<file path="src/verilog/acc_pkg.sv">
`default_nettype none
package acc_pkg;
  // ----------------------------------------------------------------
  // Register map (printed offsets are indices, byte address is 4x)
  // ----------------------------------------------------------------
  localparam int          ADDR_W          = 12;
  localparam logic [11:0] IDX_CONTROL_0   = 12'h0E8;
  localparam logic [11:0] IDX_CONTROL_1   = 12'h0B2;
  localparam logic [11:0] IDX_CONFIG      = 12'h0BC;
  localparam logic [11:0] ADDR_CONTROL_0  = IDX_CONTROL_0 << 2;
  localparam logic [11:0] ADDR_CONTROL_1  = IDX_CONTROL_1 << 2;
  localparam logic [11:0] ADDR_CONFIG     = IDX_CONFIG << 2;

  // ----------------------------------------------------------------
  // Field positions and reset values
  // ----------------------------------------------------------------
  localparam int          BIT_ENABLE      = 7;
  localparam int          BIT_BURST       = 6;
  localparam int          BIT_DONE        = 5;
  localparam int          BIT_BUSY        = 4;
  localparam int          BIT_WINDOW      = 3;
  localparam int          SRC_HI          = 2;
  localparam int          SRC_LO          = 0;
  localparam int          BIT_CM_BUF      = 0;
  localparam int          DIV_HI          = 7;
  localparam int          DIV_LO          = 3;
  localparam int          BIT_EIGHT       = 2;
  localparam int          BIT_TRACK       = 1;
  localparam int          BIT_GAIN        = 0;
  localparam logic [7:0]  RST_CONTROL_0   = 8'h00;
  localparam logic [7:0]  RST_CONTROL_1   = 8'h00;
  localparam logic [7:0]  RST_CONFIG      = 8'hF8;

  // ----------------------------------------------------------------
  // Start sources, timing, bus answers
  // ----------------------------------------------------------------
  localparam logic [2:0]  SRC_SOFTWARE    = 3'h0;
  localparam logic [2:0]  SRC_TIMER0      = 3'h1;
  localparam logic [2:0]  SRC_TIMER2      = 3'h2;
  localparam logic [2:0]  SRC_TIMER3      = 3'h3;
  localparam logic [2:0]  SRC_EXT_PIN     = 3'h4;
  localparam logic [1:0]  TRACK_DELAY_MAX = 2'h3;
  localparam logic [1:0]  RESP_OKAY       = 2'h0;
  localparam logic [1:0]  RESP_SLVERR     = 2'h2;

  typedef enum logic [1:0] {ST_IDLE, ST_TRACK, ST_CONVERT} acc_state_e;
endpackage : acc_pkg
`default_nettype wire

</file>
<file path="src/verilog/acc_adc_control.sv">
// Implementation choice: register access over AXI4-Lite.
`default_nettype none
module acc_adc_control
(
  // Clock and reset
  input  wire logic        aclk,
  input  wire logic        aresetn,
  // AXI4-Lite write
  input  wire logic [11:0] awaddr,
  input  wire logic        awvalid,
  output logic             awready,
  input  wire logic [31:0] wdata,
  input  wire logic [3:0]  wstrb,
  input  wire logic        wvalid,
  output logic             wready,
  output logic [1:0]       bresp,
  output logic             bvalid,
  input  wire logic        bready,
  // AXI4-Lite read
  input  wire logic [11:0] araddr,
  input  wire logic        arvalid,
  output logic             arready,
  output logic [31:0]      rdata,
  output logic [1:0]       rresp,
  output logic             rvalid,
  input  wire logic        rready,
  // Start triggers and burst-mode bit clock tick
  input  wire logic        timer0_overflow,
  input  wire logic        timer2_overflow,
  input  wire logic        timer3_overflow,
  input  wire logic        external_convert_start_pin,
  input  wire logic        hfosc_tick,
  // Analog core
  input  wire logic        sar_done,
  input  wire logic        sar_burst_last,
  input  wire logic        window_match,
  output logic             converter_powered,
  output logic             burst_enable,
  output logic             common_mode_buffer_enable,
  output logic             eight_bit_select,
  output logic             input_gain_select,
  output logic             tracking,
  output logic             sar_bit_clk_en,
  output logic             conv_start
);

  // ----------------------------------------------------------------
  // Registers and state
  // ----------------------------------------------------------------
  logic [7:0]          ctrl0_q;
  logic                cm_buf_q;
  logic [7:0]          config_q;
  acc_pkg::acc_state_e state_q;
  logic [1:0]          dly_q;
  logic [4:0]          div_cnt_q;
  logic                bit_tick_q;
  logic                conv_start_q;
  logic                pin_s1_q;
  logic                pin_s2_q;
  logic                pin_s3_q;
  logic                aw_held_q;
  logic                w_held_q;
  logic [11:0]         aw_addr_q;
  logic [31:0]         w_data_q;
  logic                w_lane0_q;
  logic                bvalid_q;
  logic [1:0]          bresp_q;
  logic                rvalid_q;
  logic [31:0]         rdata_q;
  logic [1:0]          rresp_q;

  logic       enabled;
  logic       burst_on;
  logic [2:0] source;
  logic       do_write;
  logic       wr_ctrl0;
  logic       src_tick;
  logic       bit_tick;
  logic       ext_rise;
  logic       start_req;
  logic       done_set;
  logic       sw_start;

  assign enabled   = ctrl0_q[acc_pkg::BIT_ENABLE];
  assign burst_on  = ctrl0_q[acc_pkg::BIT_BURST];
  assign source    = ctrl0_q[acc_pkg::SRC_HI:acc_pkg::SRC_LO];

  // ----------------------------------------------------------------
  // AXI4-Lite slave
  // ----------------------------------------------------------------
  assign awready  = !aw_held_q && !bvalid_q;
  assign wready   = !w_held_q && !bvalid_q;
  assign do_write = aw_held_q && w_held_q && !bvalid_q;
  assign wr_ctrl0 = do_write && w_lane0_q && (aw_addr_q == acc_pkg::ADDR_CONTROL_0);
  assign bvalid   = bvalid_q;
  assign bresp    = bresp_q;
  assign arready  = !rvalid_q;
  assign rvalid   = rvalid_q;
  assign rdata    = rdata_q;
  assign rresp    = rresp_q;

  always_ff @(posedge aclk)
  begin
    if (!aresetn)
    begin
      aw_held_q <= 1'b0;
      w_held_q  <= 1'b0;
      aw_addr_q <= 12'h000;
      w_data_q  <= 32'h0000_0000;
      w_lane0_q <= 1'b0;
      bvalid_q  <= 1'b0;
      bresp_q   <= acc_pkg::RESP_OKAY;
    end
    else
    begin
      if (awvalid && awready)
      begin
        aw_held_q <= 1'b1;
        aw_addr_q <= {awaddr[11:2], 2'h0};
      end
      if (wvalid && wready)
      begin
        w_held_q  <= 1'b1;
        w_data_q  <= wdata;
        w_lane0_q <= wstrb[0];
      end
      if (do_write)
      begin
        aw_held_q <= 1'b0;
        w_held_q  <= 1'b0;
        bvalid_q  <= 1'b1;
        if (aw_addr_q == acc_pkg::ADDR_CONTROL_0 || aw_addr_q == acc_pkg::ADDR_CONTROL_1 ||
            aw_addr_q == acc_pkg::ADDR_CONFIG)
          bresp_q <= acc_pkg::RESP_OKAY;
        else
          bresp_q <= acc_pkg::RESP_SLVERR;
      end
      else if (bvalid_q && bready)
        bvalid_q <= 1'b0;
    end
  end

  always_ff @(posedge aclk)
  begin
    if (!aresetn)
    begin
      rvalid_q <= 1'b0;
      rdata_q  <= 32'h0000_0000;
      rresp_q  <= acc_pkg::RESP_OKAY;
    end
    else if (arvalid && arready)
    begin
      rvalid_q <= 1'b1;
      rresp_q  <= acc_pkg::RESP_OKAY;
      if ({araddr[11:2], 2'h0} == acc_pkg::ADDR_CONTROL_0)
        // Busy bit shows the live sequencer state
        rdata_q <= {24'h000000, ctrl0_q[7:5], state_q != acc_pkg::ST_IDLE, ctrl0_q[3:0]};
      else if ({araddr[11:2], 2'h0} == acc_pkg::ADDR_CONTROL_1)
        rdata_q <= {31'h0000_0000, cm_buf_q};
      else if ({araddr[11:2], 2'h0} == acc_pkg::ADDR_CONFIG)
        rdata_q <= {24'h000000, config_q};
      else
      begin
        rdata_q <= 32'h0000_0000;
        rresp_q <= acc_pkg::RESP_SLVERR;
      end
    end
    else if (rvalid_q && rready)
      rvalid_q <= 1'b0;
  end

  // ----------------------------------------------------------------
  // Control 0: mode bits and sticky flags
  // ----------------------------------------------------------------
  assign done_set = sar_done && state_q == acc_pkg::ST_CONVERT && (!burst_on || sar_burst_last);

  always_ff @(posedge aclk)
  begin
    if (!aresetn)
      ctrl0_q <= acc_pkg::RST_CONTROL_0;
    else
    begin
      if (wr_ctrl0)
      begin
        ctrl0_q[7:6] <= w_data_q[7:6];
        ctrl0_q[2:0] <= w_data_q[2:0];
      end
      ctrl0_q[acc_pkg::BIT_DONE] <= done_set ||
        (wr_ctrl0 ? w_data_q[acc_pkg::BIT_DONE] : ctrl0_q[acc_pkg::BIT_DONE]);
      ctrl0_q[acc_pkg::BIT_WINDOW] <= (window_match && enabled) ||
        (wr_ctrl0 ? w_data_q[acc_pkg::BIT_WINDOW] : ctrl0_q[acc_pkg::BIT_WINDOW]);
      ctrl0_q[acc_pkg::BIT_BUSY] <= 1'b0;
    end
  end

  // ----------------------------------------------------------------
  // Control 1 and configuration
  // ----------------------------------------------------------------
  always_ff @(posedge aclk)
  begin
    if (!aresetn)
    begin
      cm_buf_q <= acc_pkg::RST_CONTROL_1[acc_pkg::BIT_CM_BUF];
      config_q <= acc_pkg::RST_CONFIG;
    end
    else if (do_write && w_lane0_q)
    begin
      if (aw_addr_q == acc_pkg::ADDR_CONTROL_1)
        cm_buf_q <= w_data_q[acc_pkg::BIT_CM_BUF];
      if (aw_addr_q == acc_pkg::ADDR_CONFIG)
        config_q <= w_data_q[7:0];
    end
  end

  assign converter_powered         = enabled;
  assign burst_enable              = burst_on;
  assign common_mode_buffer_enable = cm_buf_q;
  assign eight_bit_select          = config_q[acc_pkg::BIT_EIGHT];
  assign input_gain_select         = config_q[acc_pkg::BIT_GAIN];

  // ----------------------------------------------------------------
  // Bit clock divider
  // ----------------------------------------------------------------
  // source by burst
  assign src_tick = burst_on ? hfosc_tick : 1'b1;
  assign bit_tick = enabled && src_tick &&
                    (div_cnt_q == config_q[acc_pkg::DIV_HI:acc_pkg::DIV_LO]);

  always_ff @(posedge aclk)
  begin
    if (!aresetn || !enabled)
      div_cnt_q <= 5'h00;
    else if (bit_tick)
      div_cnt_q <= 5'h00;
    else if (src_tick)
      div_cnt_q <= div_cnt_q + 5'h01;
  end

  always_ff @(posedge aclk)
  begin
    if (!aresetn)
      bit_tick_q <= 1'b0;
    else
      bit_tick_q <= bit_tick;
  end

  assign sar_bit_clk_en = bit_tick_q;

  // ----------------------------------------------------------------
  // Trigger selection
  // ----------------------------------------------------------------
  // pin synchroniser
  always_ff @(posedge aclk)
  begin
    if (!aresetn)
    begin
      pin_s1_q <= 1'b0;
      pin_s2_q <= 1'b0;
      pin_s3_q <= 1'b0;
    end
    else
    begin
      pin_s1_q <= external_convert_start_pin;
      pin_s2_q <= pin_s1_q;
      pin_s3_q <= pin_s2_q;
    end
  end

  assign ext_rise = pin_s2_q && !pin_s3_q;
  assign sw_start = wr_ctrl0 && w_data_q[acc_pkg::BIT_BUSY];

  always_comb
  begin
    // source decode, reserved codes start nothing
    case (source)
      acc_pkg::SRC_SOFTWARE: start_req = sw_start;
      acc_pkg::SRC_TIMER0:   start_req = timer0_overflow;
      acc_pkg::SRC_TIMER2:   start_req = timer2_overflow;
      acc_pkg::SRC_TIMER3:   start_req = timer3_overflow;
      acc_pkg::SRC_EXT_PIN:  start_req = ext_rise;
      default:               start_req = 1'b0;
    endcase
    start_req = start_req && enabled;
  end

  // ----------------------------------------------------------------
  // Conversion sequencer
  // ----------------------------------------------------------------
  always_ff @(posedge aclk)
  begin
    if (!aresetn || !enabled)
    begin
      state_q      <= acc_pkg::ST_IDLE;
      dly_q        <= 2'h0;
      conv_start_q <= 1'b0;
    end
    else
    begin
      conv_start_q <= 1'b0;
      case (state_q)
        acc_pkg::ST_IDLE:
          if (start_req)
          begin
            dly_q <= 2'h0;
            if (config_q[acc_pkg::BIT_TRACK])
              state_q <= acc_pkg::ST_TRACK;
            else
            begin
              state_q      <= acc_pkg::ST_CONVERT;
              conv_start_q <= 1'b1;
            end
          end
        acc_pkg::ST_TRACK:
          if (bit_tick)
          begin
            if (dly_q == acc_pkg::TRACK_DELAY_MAX)
            begin
              state_q      <= acc_pkg::ST_CONVERT;
              conv_start_q <= 1'b1;
            end
            else
              dly_q <= dly_q + 2'h1;
          end
        acc_pkg::ST_CONVERT:
          if (sar_done && (!burst_on || sar_burst_last))
            state_q <= acc_pkg::ST_IDLE;
        default:
          state_q <= acc_pkg::ST_IDLE;
      endcase
    end
  end

  assign tracking   = state_q == acc_pkg::ST_TRACK;
  assign conv_start = conv_start_q;

  // ----------------------------------------------------------------
  // Checks
  // ----------------------------------------------------------------
  done_flag_set_a: assert property (@(posedge aclk) disable iff (!aresetn)
    done_set |=> ctrl0_q[acc_pkg::BIT_DONE]) else $error("done flag not set");
  window_flag_set_a: assert property (@(posedge aclk) disable iff (!aresetn)
    window_match && enabled |=> ctrl0_q[acc_pkg::BIT_WINDOW]) else $error("window flag missed");
  sw_start_go_a: assert property (@(posedge aclk) disable iff (!aresetn)
    sw_start && enabled && source == acc_pkg::SRC_SOFTWARE && state_q == acc_pkg::ST_IDLE
    |=> state_q != acc_pkg::ST_IDLE) else $error("software start ignored");
  disabled_idle_a: assert property (@(posedge aclk) disable iff (!aresetn)
    !enabled |=> state_q == acc_pkg::ST_IDLE && !conv_start_q) else $error("run while off");
  reserved_no_start_a: assert property (@(posedge aclk) disable iff (!aresetn)
    state_q == acc_pkg::ST_IDLE && source > acc_pkg::SRC_EXT_PIN
    |=> state_q == acc_pkg::ST_IDLE) else $error("reserved source started");
  ext_edge_start_a: assert property (@(posedge aclk) disable iff (!aresetn)
    state_q == acc_pkg::ST_IDLE && enabled && source == acc_pkg::SRC_EXT_PIN
    && $rose(pin_s2_q) |=> state_q != acc_pkg::ST_IDLE) else $error("pin edge missed");
  track_delay_end_a: assert property (@(posedge aclk) disable iff (!aresetn)
    state_q == acc_pkg::ST_TRACK && enabled && bit_tick && dly_q == acc_pkg::TRACK_DELAY_MAX
    |=> conv_start_q && state_q == acc_pkg::ST_CONVERT) else $error("track delay wrong");
  div_one_period_a: assert property (@(posedge aclk) disable iff (!aresetn)
    bit_tick && !burst_on && config_q[acc_pkg::DIV_HI:acc_pkg::DIV_LO] == 5'h01
    && !(do_write && w_lane0_q)
    |=> !bit_tick ##1 (bit_tick || !enabled || burst_on
    || config_q[acc_pkg::DIV_HI:acc_pkg::DIV_LO] != 5'h01)) else $error("divider period");

endmodule : acc_adc_control
`default_nettype wire

</file>
<file path="config.mk">
export PLATFORM = sky130hd
export DESIGN_NAME = acc_adc_control
export DESIGN_NICKNAME = d
export VERILOG_FILES = /design/src/verilog/acc_pkg.sv /design/src/verilog/acc_adc_control.sv
export SDC_FILE = /design/constraint.sdc
export NUM_CORES = 1
export LEC_CHECK = 0
export ABC_AREA = 1
export ABC_CLOCK_PERIOD_IN_PS = 1150
export BUFFER_PORTS_ARGS = -buffer_cell sky130_fd_sc_hd__clkbuf_2
export CAP_MARGIN = 25
export CORE_UTILIZATION = 44
export DETAILED_ROUTE_END_ITERATION = 8
export PLACE_DENSITY_LB_ADDON = 0.05
export SYNTH_ARGS = -nofsm -noshare
export SYNTH_HDL_FRONTEND = slang
export SYNTH_SLANG_ARGS = --single-unit
</file>
<file path="constraint.sdc">
create_clock -name aclk -period 1.15 [get_ports aclk]
set_input_delay 0.0575 -clock aclk [delete_from_list [all_inputs] [get_ports aclk]]
set_output_delay 0.0575 -clock aclk [all_outputs]
set_load 0.02 [all_outputs]
</file>
* After elaboration in Yosys (flattened, before gate mapping)
Index checks and enable logic that the tools add are counted.
Word-level totals: input bits 75, output and inout bits 49, word-level logic and storage cells 120, bits in registers 89
Cells by class: bitwise gates (word level) 1, reduce and logical (&&, ||, !) cells 46, add/sub/neg operators 2, multiplexer cells 30, equal/unequal tests 19
Operators with widths (count):
- 10-bit by 8-bit == test with 1-bit output (second input constant) | 6
- 2-bit two-way mux | 12
- 8-bit two-way mux | 3
- 1-bit logical AND | 20
- 1-bit two-way mux | 11
- 1-bit zero test | 8
- 4-bit AND reduction | 2
- 2-bit nonzero test | 4
- 3-bit by 2-bit == test with 1-bit output (second input constant) | 2
- 1-bit logical OR | 6
- 2-bit by 1-bit inequality test with 1-bit output (second input constant) | 3
- 2-bit one-hot mux with 3 select lines | 1
- 5-bit by 1-bit adder with 5-bit output (second input constant) | 1
- 5-bit == test | 1
- 1-bit one-hot mux with 5 select lines | 1
- 2-bit == test (second input constant) | 2
- 2-bit inequality test (second input constant) | 2
- 2-bit one-hot mux with 2 select lines | 1
- 2-bit AND reduction | 2
- 2-bit OR reduction | 2
- 3-bit by 1-bit == test with 1-bit output (second input constant) | 1
- 3-bit == test (second input constant) | 1
- 3-bit zero test | 1
- 2-bit by 1-bit adder with 2-bit output (second input constant) | 1
- 4 further kinds | 4

* Depth between registers and ports, before layout
Gate-level depths: netlist of the first run.
word-level depth 9, depth in mapped cells 12, depth with buffers taken out 12

* Worst setup path after synthesis of the first run
OpenSTA, ideal clock, no wires.
path kind reg-to-reg, from reg bvalid_q, in the netlist bvalid, to reg aw_addr_q[6], period minus slack after synthesis 1487 ps, path slack -337 ps, cell stages (with the launch flop) 6, path buffers 1, data required time 1034 ps, arrival time 1371 ps, library setup time 116 ps, cell sequence dfxtp_1 -> nor2_1 -> nand2_1 -> clkbuf_1 -> o21ai_0 -> nor2_1
Between the ends: word-level cells in the longest chain between the ends 3
Ends and longest elaborated chain:
- start, declared | line acc_adc_control.sv:66 | logic bvalid_q;
- start signal, assigned | line acc_adc_control.sv:111 | bvalid_q <= 1'b0;
- start signal, assigned | line acc_adc_control.sv:131 | bvalid_q <= 1'b1;
- start signal, assigned | line acc_adc_control.sv:139 | bvalid_q <= 1'b0;
- 1-bit zero test | line acc_adc_control.sv:91 | assign awready = !aw_held_q && !bvalid_q;
- 1-bit logical AND | line acc_adc_control.sv:91
- named net awready | line acc_adc_control.sv:11 | output logic awready,
- 1-bit logical AND | line acc_adc_control.sv:116 | if (awvalid && awready)
- end signal, assigned | line acc_adc_control.sv:119 | aw_addr_q <= {awaddr[11:2], 2'h0};
- end, declared | line acc_adc_control.sv:63 | logic [11:0] aw_addr_q;
The timed path passes the listed nets, and every way through them passes these cells. A chain may end at the register's enable or synchronous reset.

* Worst setup path in the final report of the first run
from reg bvalid_q, in the netlist bvalid, to reg config_q[3]
Between the ends: word-level cells in the longest chain between the ends 4
Ends and longest elaborated chain:
- 1-bit zero test | line acc_adc_control.sv:93 | assign do_write = aw_held_q && w_held_q && !bvalid_q;
- 1-bit logical AND | line acc_adc_control.sv:93
- 1-bit logical AND | line acc_adc_control.sv:206 | else if (do_write && w_lane0_q)
- 2-bit AND reduction (no line)
- end signal, assigned | line acc_adc_control.sv:204 | config_q <= acc_pkg::RST_CONFIG;
- end signal, assigned | line acc_adc_control.sv:211 | config_q <= w_data_q[7:0];
- end, declared | line acc_adc_control.sv:52 | logic [7:0] config_q;
No other way between the ends.

==> reports/qor.txt, run 1 <==
Cts bufs inserted = 9
Post-DP HPWL = 5341 µm
Synthesized area per cell = 7.422 µm²
Clk Latency, worst-skew pair = 340 ps
Yosys top cell area share = 0.4124
Final non-filler cell total = 642
PortBufs = 66
Complex-gate fraction of the synthesized area = 0.1543
DRT antenna net count = 0
Final Cycle Share = 1.194
Layout Utilization = 0.6893
CP Capture Type = register
CP required = 1360 ps
Vias per std cell = 4.745
Initial antenna violation count = 0
Final WS setup = -222.6 ps
Post-Synthesis Cell Area = 3058 µm²
Worst setup path start = bvalid$_SDFFE_PN0P_
Die Wd = 85.37 µm
Sequential Area = 1289 µm²
Setup CP Type = reg2reg
Post-Syn Instances = 412
DRT iter0 DRCs = 71
Ports = 124
Failing checks = hold timing, setup timing
Worst Path Arrival = 1580 ps
Htree depth = 3
Final setup viols = 36
Top-count cell post-synth = dfxtp_1
Layout area overhead = 52.29%
Async SR Flop Fraction = 0
Maximum VDD drop = 0.7136 mV
Tot GR Track Use = 0.2131
Clock sinks = 63
Vias in the first global route = 2662
Gpl congestion = 0.8137
Top_reg_cell synth = dfxtp_1
Core Footprint = 6756 µm²
Initial Util = 0.4526
NumNets Final = 634
DRC violations left = 0
Setup crit start kind = register
Total Wirelength = 7773 µm
Leakage = 2.142 nW
Synth area leaders = dfxtp_1 41%, nor2_1 7.0%, buf_4 6.4%, nand2_1 6.4%, o21ai_0 6.1%
DR vias = 3046
Max Slew Vio Count = 0
Clk slew on worst S/H paths = 70 ps
Post-Synth Adder-Cell Area = 0.008183
HP Start = wdata[7]
Share of cells above drive strength 1 = 0.4609
Fillers = 578
FF+latch count, synth = 63
Largest net degree at the start of global routing = 47
# diodes = 0
Yosys cell types = 38
Number of flops mapped to enable cells by yosys = 0
Longest Clk Path Bufs = 2
CTS tree = done
Largest family of logic cells by synthesized area = simple AND/OR/NAND/NOR gates
Status = complete, but fails checks
Worst Path Max Fanout = 7
Hold_ws = -15.79 ps
Row count = 30
Setup TNS = -4566 ps
Root Driver = clkbuf_8
Clk_skew = 9.224 ps
Crit path time final = 1373 ps
Post-synthesis simple-gate area fraction = 0.2574
Cell taking the most area after synthesis = dfxtp_1
Final hold vios = 3
Commonest cells in the synthesized netlist = 63 x dfxtp_1, 57 x nor2_1, 52 x nand2_1, 42 x inv_1, 37 x o21ai_0
Maxcap violations = 0
Mux cell area share after synthesis = 0
Seq/Total Area, Yosys = 0.4124
Min-Delay Path Class = in2reg
Die area = 7287 µm²
R2R Path Start = bvalid$_SDFFE_PN0P_
Pwr per Cell Area = 1219 nW/µm²
First-pass GRT wire length = 12150 µm
Placed cell count = 604
Die Height = 85.37 µm
Area of the multi-input gates = 1700 µm²
WL/cell = 12.11 µm
RSZ-0062 raised after global routing = true
Synth warnings = 0
Synth Area in XOR/XNOR = 0.01718
Power, Total = 5.678 mW
Initial DRT Pass Iterations = 4
Grt ovf = 0
F_max = 728.5 MHz
==> registers in the layout, summed over array words and instances (netlist names), 2 cells and up <==
name       count
div_cnt_q      5
config_q       8
dly_q          2
aw_addr_q     10
ctrl0_q        7
rdata          8
w_data_q       8
state_q        2
==> per-stage QoR <==
step	cell area [µm²]	setup WS, ps
after CTS	4393	-201.5
after global placement	3840	-223.8
after floorplan	3212	-169.2
final	4657	-222.6
after detailed placement	3840	-256.8
after global routing	4657	-331.7
==> worst paths after layout <==
kind / cells after the start / slack [ps] / end
max: 8 / -220 / config_q[3]$_SDFFE_PN1P_
min: 3 / -20 / w_data_q[7]$_SDFFE_PN0P_
max reg2reg: 8 / -220 / config_q[3]$_SDFFE_PN1P_
min reg2reg: 2 / 420 / pin_s2_q$_SDFF_PN0_
==> cells by family (layout without fill, tap and decap cells) <==
| family | after synthesis | after routing |
|---|---|---|
| compound gates | 90 | 90 |
| simple gates | 159 | 159 |
| fa+ha+maj | 2 | 2 |
| flops | 63 | 63 |
| buf+inv | 91 | 216 |
| other cells | 1 | 26 |
| xor+xnor | 6 | 6 |
==> metal layers <==
| metal | vias to the layer above | global-route usage | share of wire |
|---|---|---|---|
| met5 | - | 0 | 0 |
| met4 | 0 | 0.09091 | 0.013 |
| met3 | 10 | 0.03696 | 0.038 |
| met2 | 77 | 0.3541 | 0.51 |
| met1 | 1380 | 0.2731 | 0.44 |
| li1 | 1579 | - | - |
==> critical path, stage by stage (launching register included) <==
cell and delay, ps:
dfxtp_4 360, inv_4 60, nand3_4 70, nor2_4 170, buf_6 130, nand3_4 160
buf_6 190, nand2_2 50, o211ai_1 70
==> area by class of cell <==
type                       count  share of cell area
multi-input combinational    283              0.3651
sequential                    63              0.2767
timing repair buffer         146              0.2354
inverter                      54             0.04648
clock buffer                  11             0.03251
clock inverter                 5             0.02230
tap                           80             0.02149
==> timing repair <==
action / 4_1_cts / 5_1_grt
resized for setup: 38 / 81
buffers inserted: 5 / 3
cloned: 1 / 1
hold buffers: 14 / 1
pin swaps: 21 / 36
endpoints found under the setup margin: 50 / 47
hold endpoints to repair: 14 / 1
==> power by group <==
group	switching [mW]	total, mW	leakage [nW]	internal, mW
clock network	0.882	2.44	0.130	1.56
logic	0.500	0.875	1.49	0.375
registers	0.0725	2.36	0.522	2.29
total	1.45	5.68	2.14	4.22
==> cells in the final DEF, fill, tap and decap left out, types with 10 or more instances in the layout <==
master         instances
o21ai_1               10
dfxtp_1               45
inv_1                 35
a21oi_1               28
o21ai_0               22
conb_1                26
nand2_2               15
nor2_1                45
dfxtp_2               16
dlygate4sd3_1         15
buf_4                 46
clkbuf_2              63
nand2_1               37
buf_6                 15
o21ai_2               10
clkbuf_8              12
nand4_1               10
inv_2                 14
No activity file was read; power rests on OpenSTA's default activity.
==> run 2, diff against run 1 <==
==> constraint.sdc (replaced) <==
create_clock -name aclk -period 1.15 [get_ports aclk]
set_input_delay 0.1725 -clock aclk [delete_from_list [all_inputs] [get_ports aclk]]
set_output_delay 0.1725 -clock aclk [all_outputs]
set_load 0.02 [all_outputs]
==> run 2 against run 1 <==
Compared with the run above:
- the flow finishes with violations (setup timing)
- register-to-register slack worse by 50 ps
- first-iteration DRC count up 100%
- clock power fell by 6%
- count of clock-buffer cells in the layout fell by 1
- worst hold slack better by 70 ps
- wire length increased by 5.5%
- die area is the same
- non-clock buffer count increased by 4
- final cell count increased by 0.78%
- core utilization rose by 2.7 points
- via count grew 2.3%
- combinational power grew 11%
- largest cell class unchanged
==> reports/qor.txt, run 2 (synthesized netlist as in run 1, its figures left out) <==
Root Driver = clkbuf_8
Vias per std cell = 4.815
RSZ-0062 raised after global routing = true
CTS tree = done
DRC violations left = 0
Die area = 7287 µm²
Longest Clk Path Bufs = 2
Setup crit start kind = register
Final setup viols = 44
Total Wirelength = 8198 µm
HP Start = awaddr[9]
Max Slew Vio Count = 0
Initial Util = 0.4526
Sequential Area = 1301 µm²
CP cell instances = inv_1 > nand2_2 > nor2_2 > nand4_1 > nand2_1 > nand2_2 > nand2_4 > nand3_2 > nand2_1 > inv_2 > nor2_2
# diodes = 0
First-pass GRT wire length = 12760 µm
Failing checks = setup timing
Cts bufs inserted = 9
Die Height = 85.37 µm
Worst Path Arrival = 1700 ps
Sequential share of power = 0.418
Max reg flops = 10
Initial antenna violation count = 0
DRT iter0 DRCs = 143
PortBufs = 66
Pre-CTS setup slack = -234.5 ps
Maxcap violations = 0
Clk pwr share = 0.408
R2R Path Start = ctrl0_q[0]$_SDFFE_PN0N_
Clk Latency, worst-skew pair = 350 ps
Clk_skew = 9.230 ps
Final WS setup = -269.0 ps
Largest Register = aw_addr_q
Finished Cell Area = 4837 µm²
Layout area overhead = 58.18%
Slowest CP cell = dfxtp_4
Min-Delay Path Class = in2reg
Area of the multi-input gates = 1813 µm²
CP required = 1430 ps
Ports = 124
Switching share of power = 0.2779
Maximum VDD drop = 0.7743 mV
R2r endpoint = dly_q[1]$_SDFFE_PP0P_
Die Wd = 85.37 µm
NumNets Final = 639
Share of cells above drive strength 1 = 0.5220
Flop2flop setup slack = -270 ps
Commonest cells after routing, fill and taps aside = 60 x clkbuf_2, 53 x buf_4, 45 x nor2_1, 43 x dfxtp_1, 36 x nand2_1
DRT antenna net count = 0
Post-DP HPWL = 5554 µm
Setup CP Type = reg2reg
Largest net degree at the start of global routing = 41
Clk slew on worst S/H paths = 80 ps
Hold Path End = aw_addr_q[9]$_SDFFE_PN0P_
Comb pwr share = 0.173
Row count = 30
Pwr per Cell Area = 1162 nW/µm²
DP Area = 3920 µm²
Vias in the first global route = 2860
Htree depth = 3
Final hold vios = 0
Final Cycle Share = 1.234
DR vias = 3115
Delay of the slowest critical-path stage = 370 ps
Grt ovf = 0
F_max = 704.7 MHz
Worst Path Max Fanout = 5
Core Footprint = 6756 µm²
Status = complete, but fails checks
Path depth of the worst reg2reg path = 11
Clock sinks = 63
Tot GR Track Use = 0.2241
Fillers = 547
Gpl congestion = 0.7973
Initial DRT Pass Iterations = 4
WHS Path Cells = 3
CP Capture Type = register
Crit path time final = 1419 ps
WL/cell = 12.67 µm
Internal power = 4.058 mW
Commonest non-fill, non-tap cell in the layout = clkbuf_2
Leakage = 2.209 nW
P_sw = 1.562 mW
run 2: changes by cell type in the layout (fill, tap and decap cells not counted), moves of 4 or more:
| cell | delta |
|---|---|
| buf_4 | +7 |
| dlygate4sd3_1 | -14 |
| o21ai_2 | +7 |
| o21ai_0 | -11 |
| o21ai_1 | +4 |
| buf_6 | +12 |
| inv_1 | -4 |
| dfxtp_4 | +4 |
run 2: per-stage QoR:
stage               power, mW  TNS (ps)  hold slack (ps)  utilization  instances
floorplan               2.858     -1577            270.1            -        437
global placement        3.099     -6218            359.6       0.5802        613
detailed placement      3.114     -6863            363.8       0.5802        613
CTS                     5.480     -4586            65.09       0.6583        636
global route            5.863     -8907            68.96       0.7159        647
finish                  5.620     -5273            53.85       0.7159        647
run 2: critical path, delay by kind of cell, from the launching register on:
family / cells / cell delay [ps]
and+or+nand+nor: 9 / 850
buffers and inverters: 2 / 150
DFF: 1 / 370
run 2: repair_timing:
action	in CTS	in global routing
setup buffers	7	12
gates cloned	0	1
resized for setup	71	112
pin swaps	19	41
hold buffers	1	0
endpoints found under the hold margin	1	0
setup endpoints to repair	50	57
run 2: area by class of cell:
| class | instances | area share |
|---|---|---|
| multi-input cells | 284 | 0.3748 |
| flip-flops and latches | 63 | 0.2690 |
| repair buffers | 150 | 0.2400 |
| inverters | 54 | 0.04578 |
| clock buffers | 10 | 0.03078 |
| well taps | 80 | 0.02069 |
| clock inverters | 6 | 0.01888 |
run 2: how the worst max path moves through the flow:
| stage | end | slack [ps] | from | depth (start not counted) |
|---|---|---|---|---|
| 3_3_place_gp | conv_start$_SDFF_PP0_ | -230 | ctrl0_q[6]$_SDFFE_PN0N_ | 8 |
| 5_1_grt | dly_q[1]$_SDFFE_PP0P_ | -380 | ctrl0_q[0]$_SDFFE_PN0N_ | 11 |
| 4_1_cts | config_q[4]$_SDFFE_PN1P_ | -210 | aw_addr_q[9]$_SDFFE_PN0P_ | 8 |
| 6_report | dly_q[1]$_SDFFE_PP0P_ | -270 | ctrl0_q[0]$_SDFFE_PN0N_ | 11 |
| 2_1_floorplan | dly_q[0]$_SDFFE_PP0P_ | -170 | ctrl0_q[6]$_SDFFE_PN0N_ | 11 |
| 3_5_place_dp | ctrl0_q[2]$_SDFFE_PN0N_ | -230 | aw_addr_q[7]$_SDFFE_PN0P_ | 10 |
run 2: metal layers:
layer,vias to the layer above,global-route usage,wire (µm)
met4,0,0.08333,101
met3,11,0.03891,324
li1,1590,-,-
met5,-,0,0
met2,71,0.3900,4211
met1,1443,0.2779,3560
run 2: power by group through the flow:
stage | registers [mW] | logic [mW] | clock network, mW
4_1_cts | 2.35 | 0.803 | 2.32
5_1_grt | 2.36 | 1.06 | 2.44
3_3_place_gp | 2.39 | 0.710 | 0
6_report | 2.35 | 0.974 | 2.29
3_5_place_dp | 2.39 | 0.721 | 0
2_1_floorplan | 2.42 | 0.435 | 0
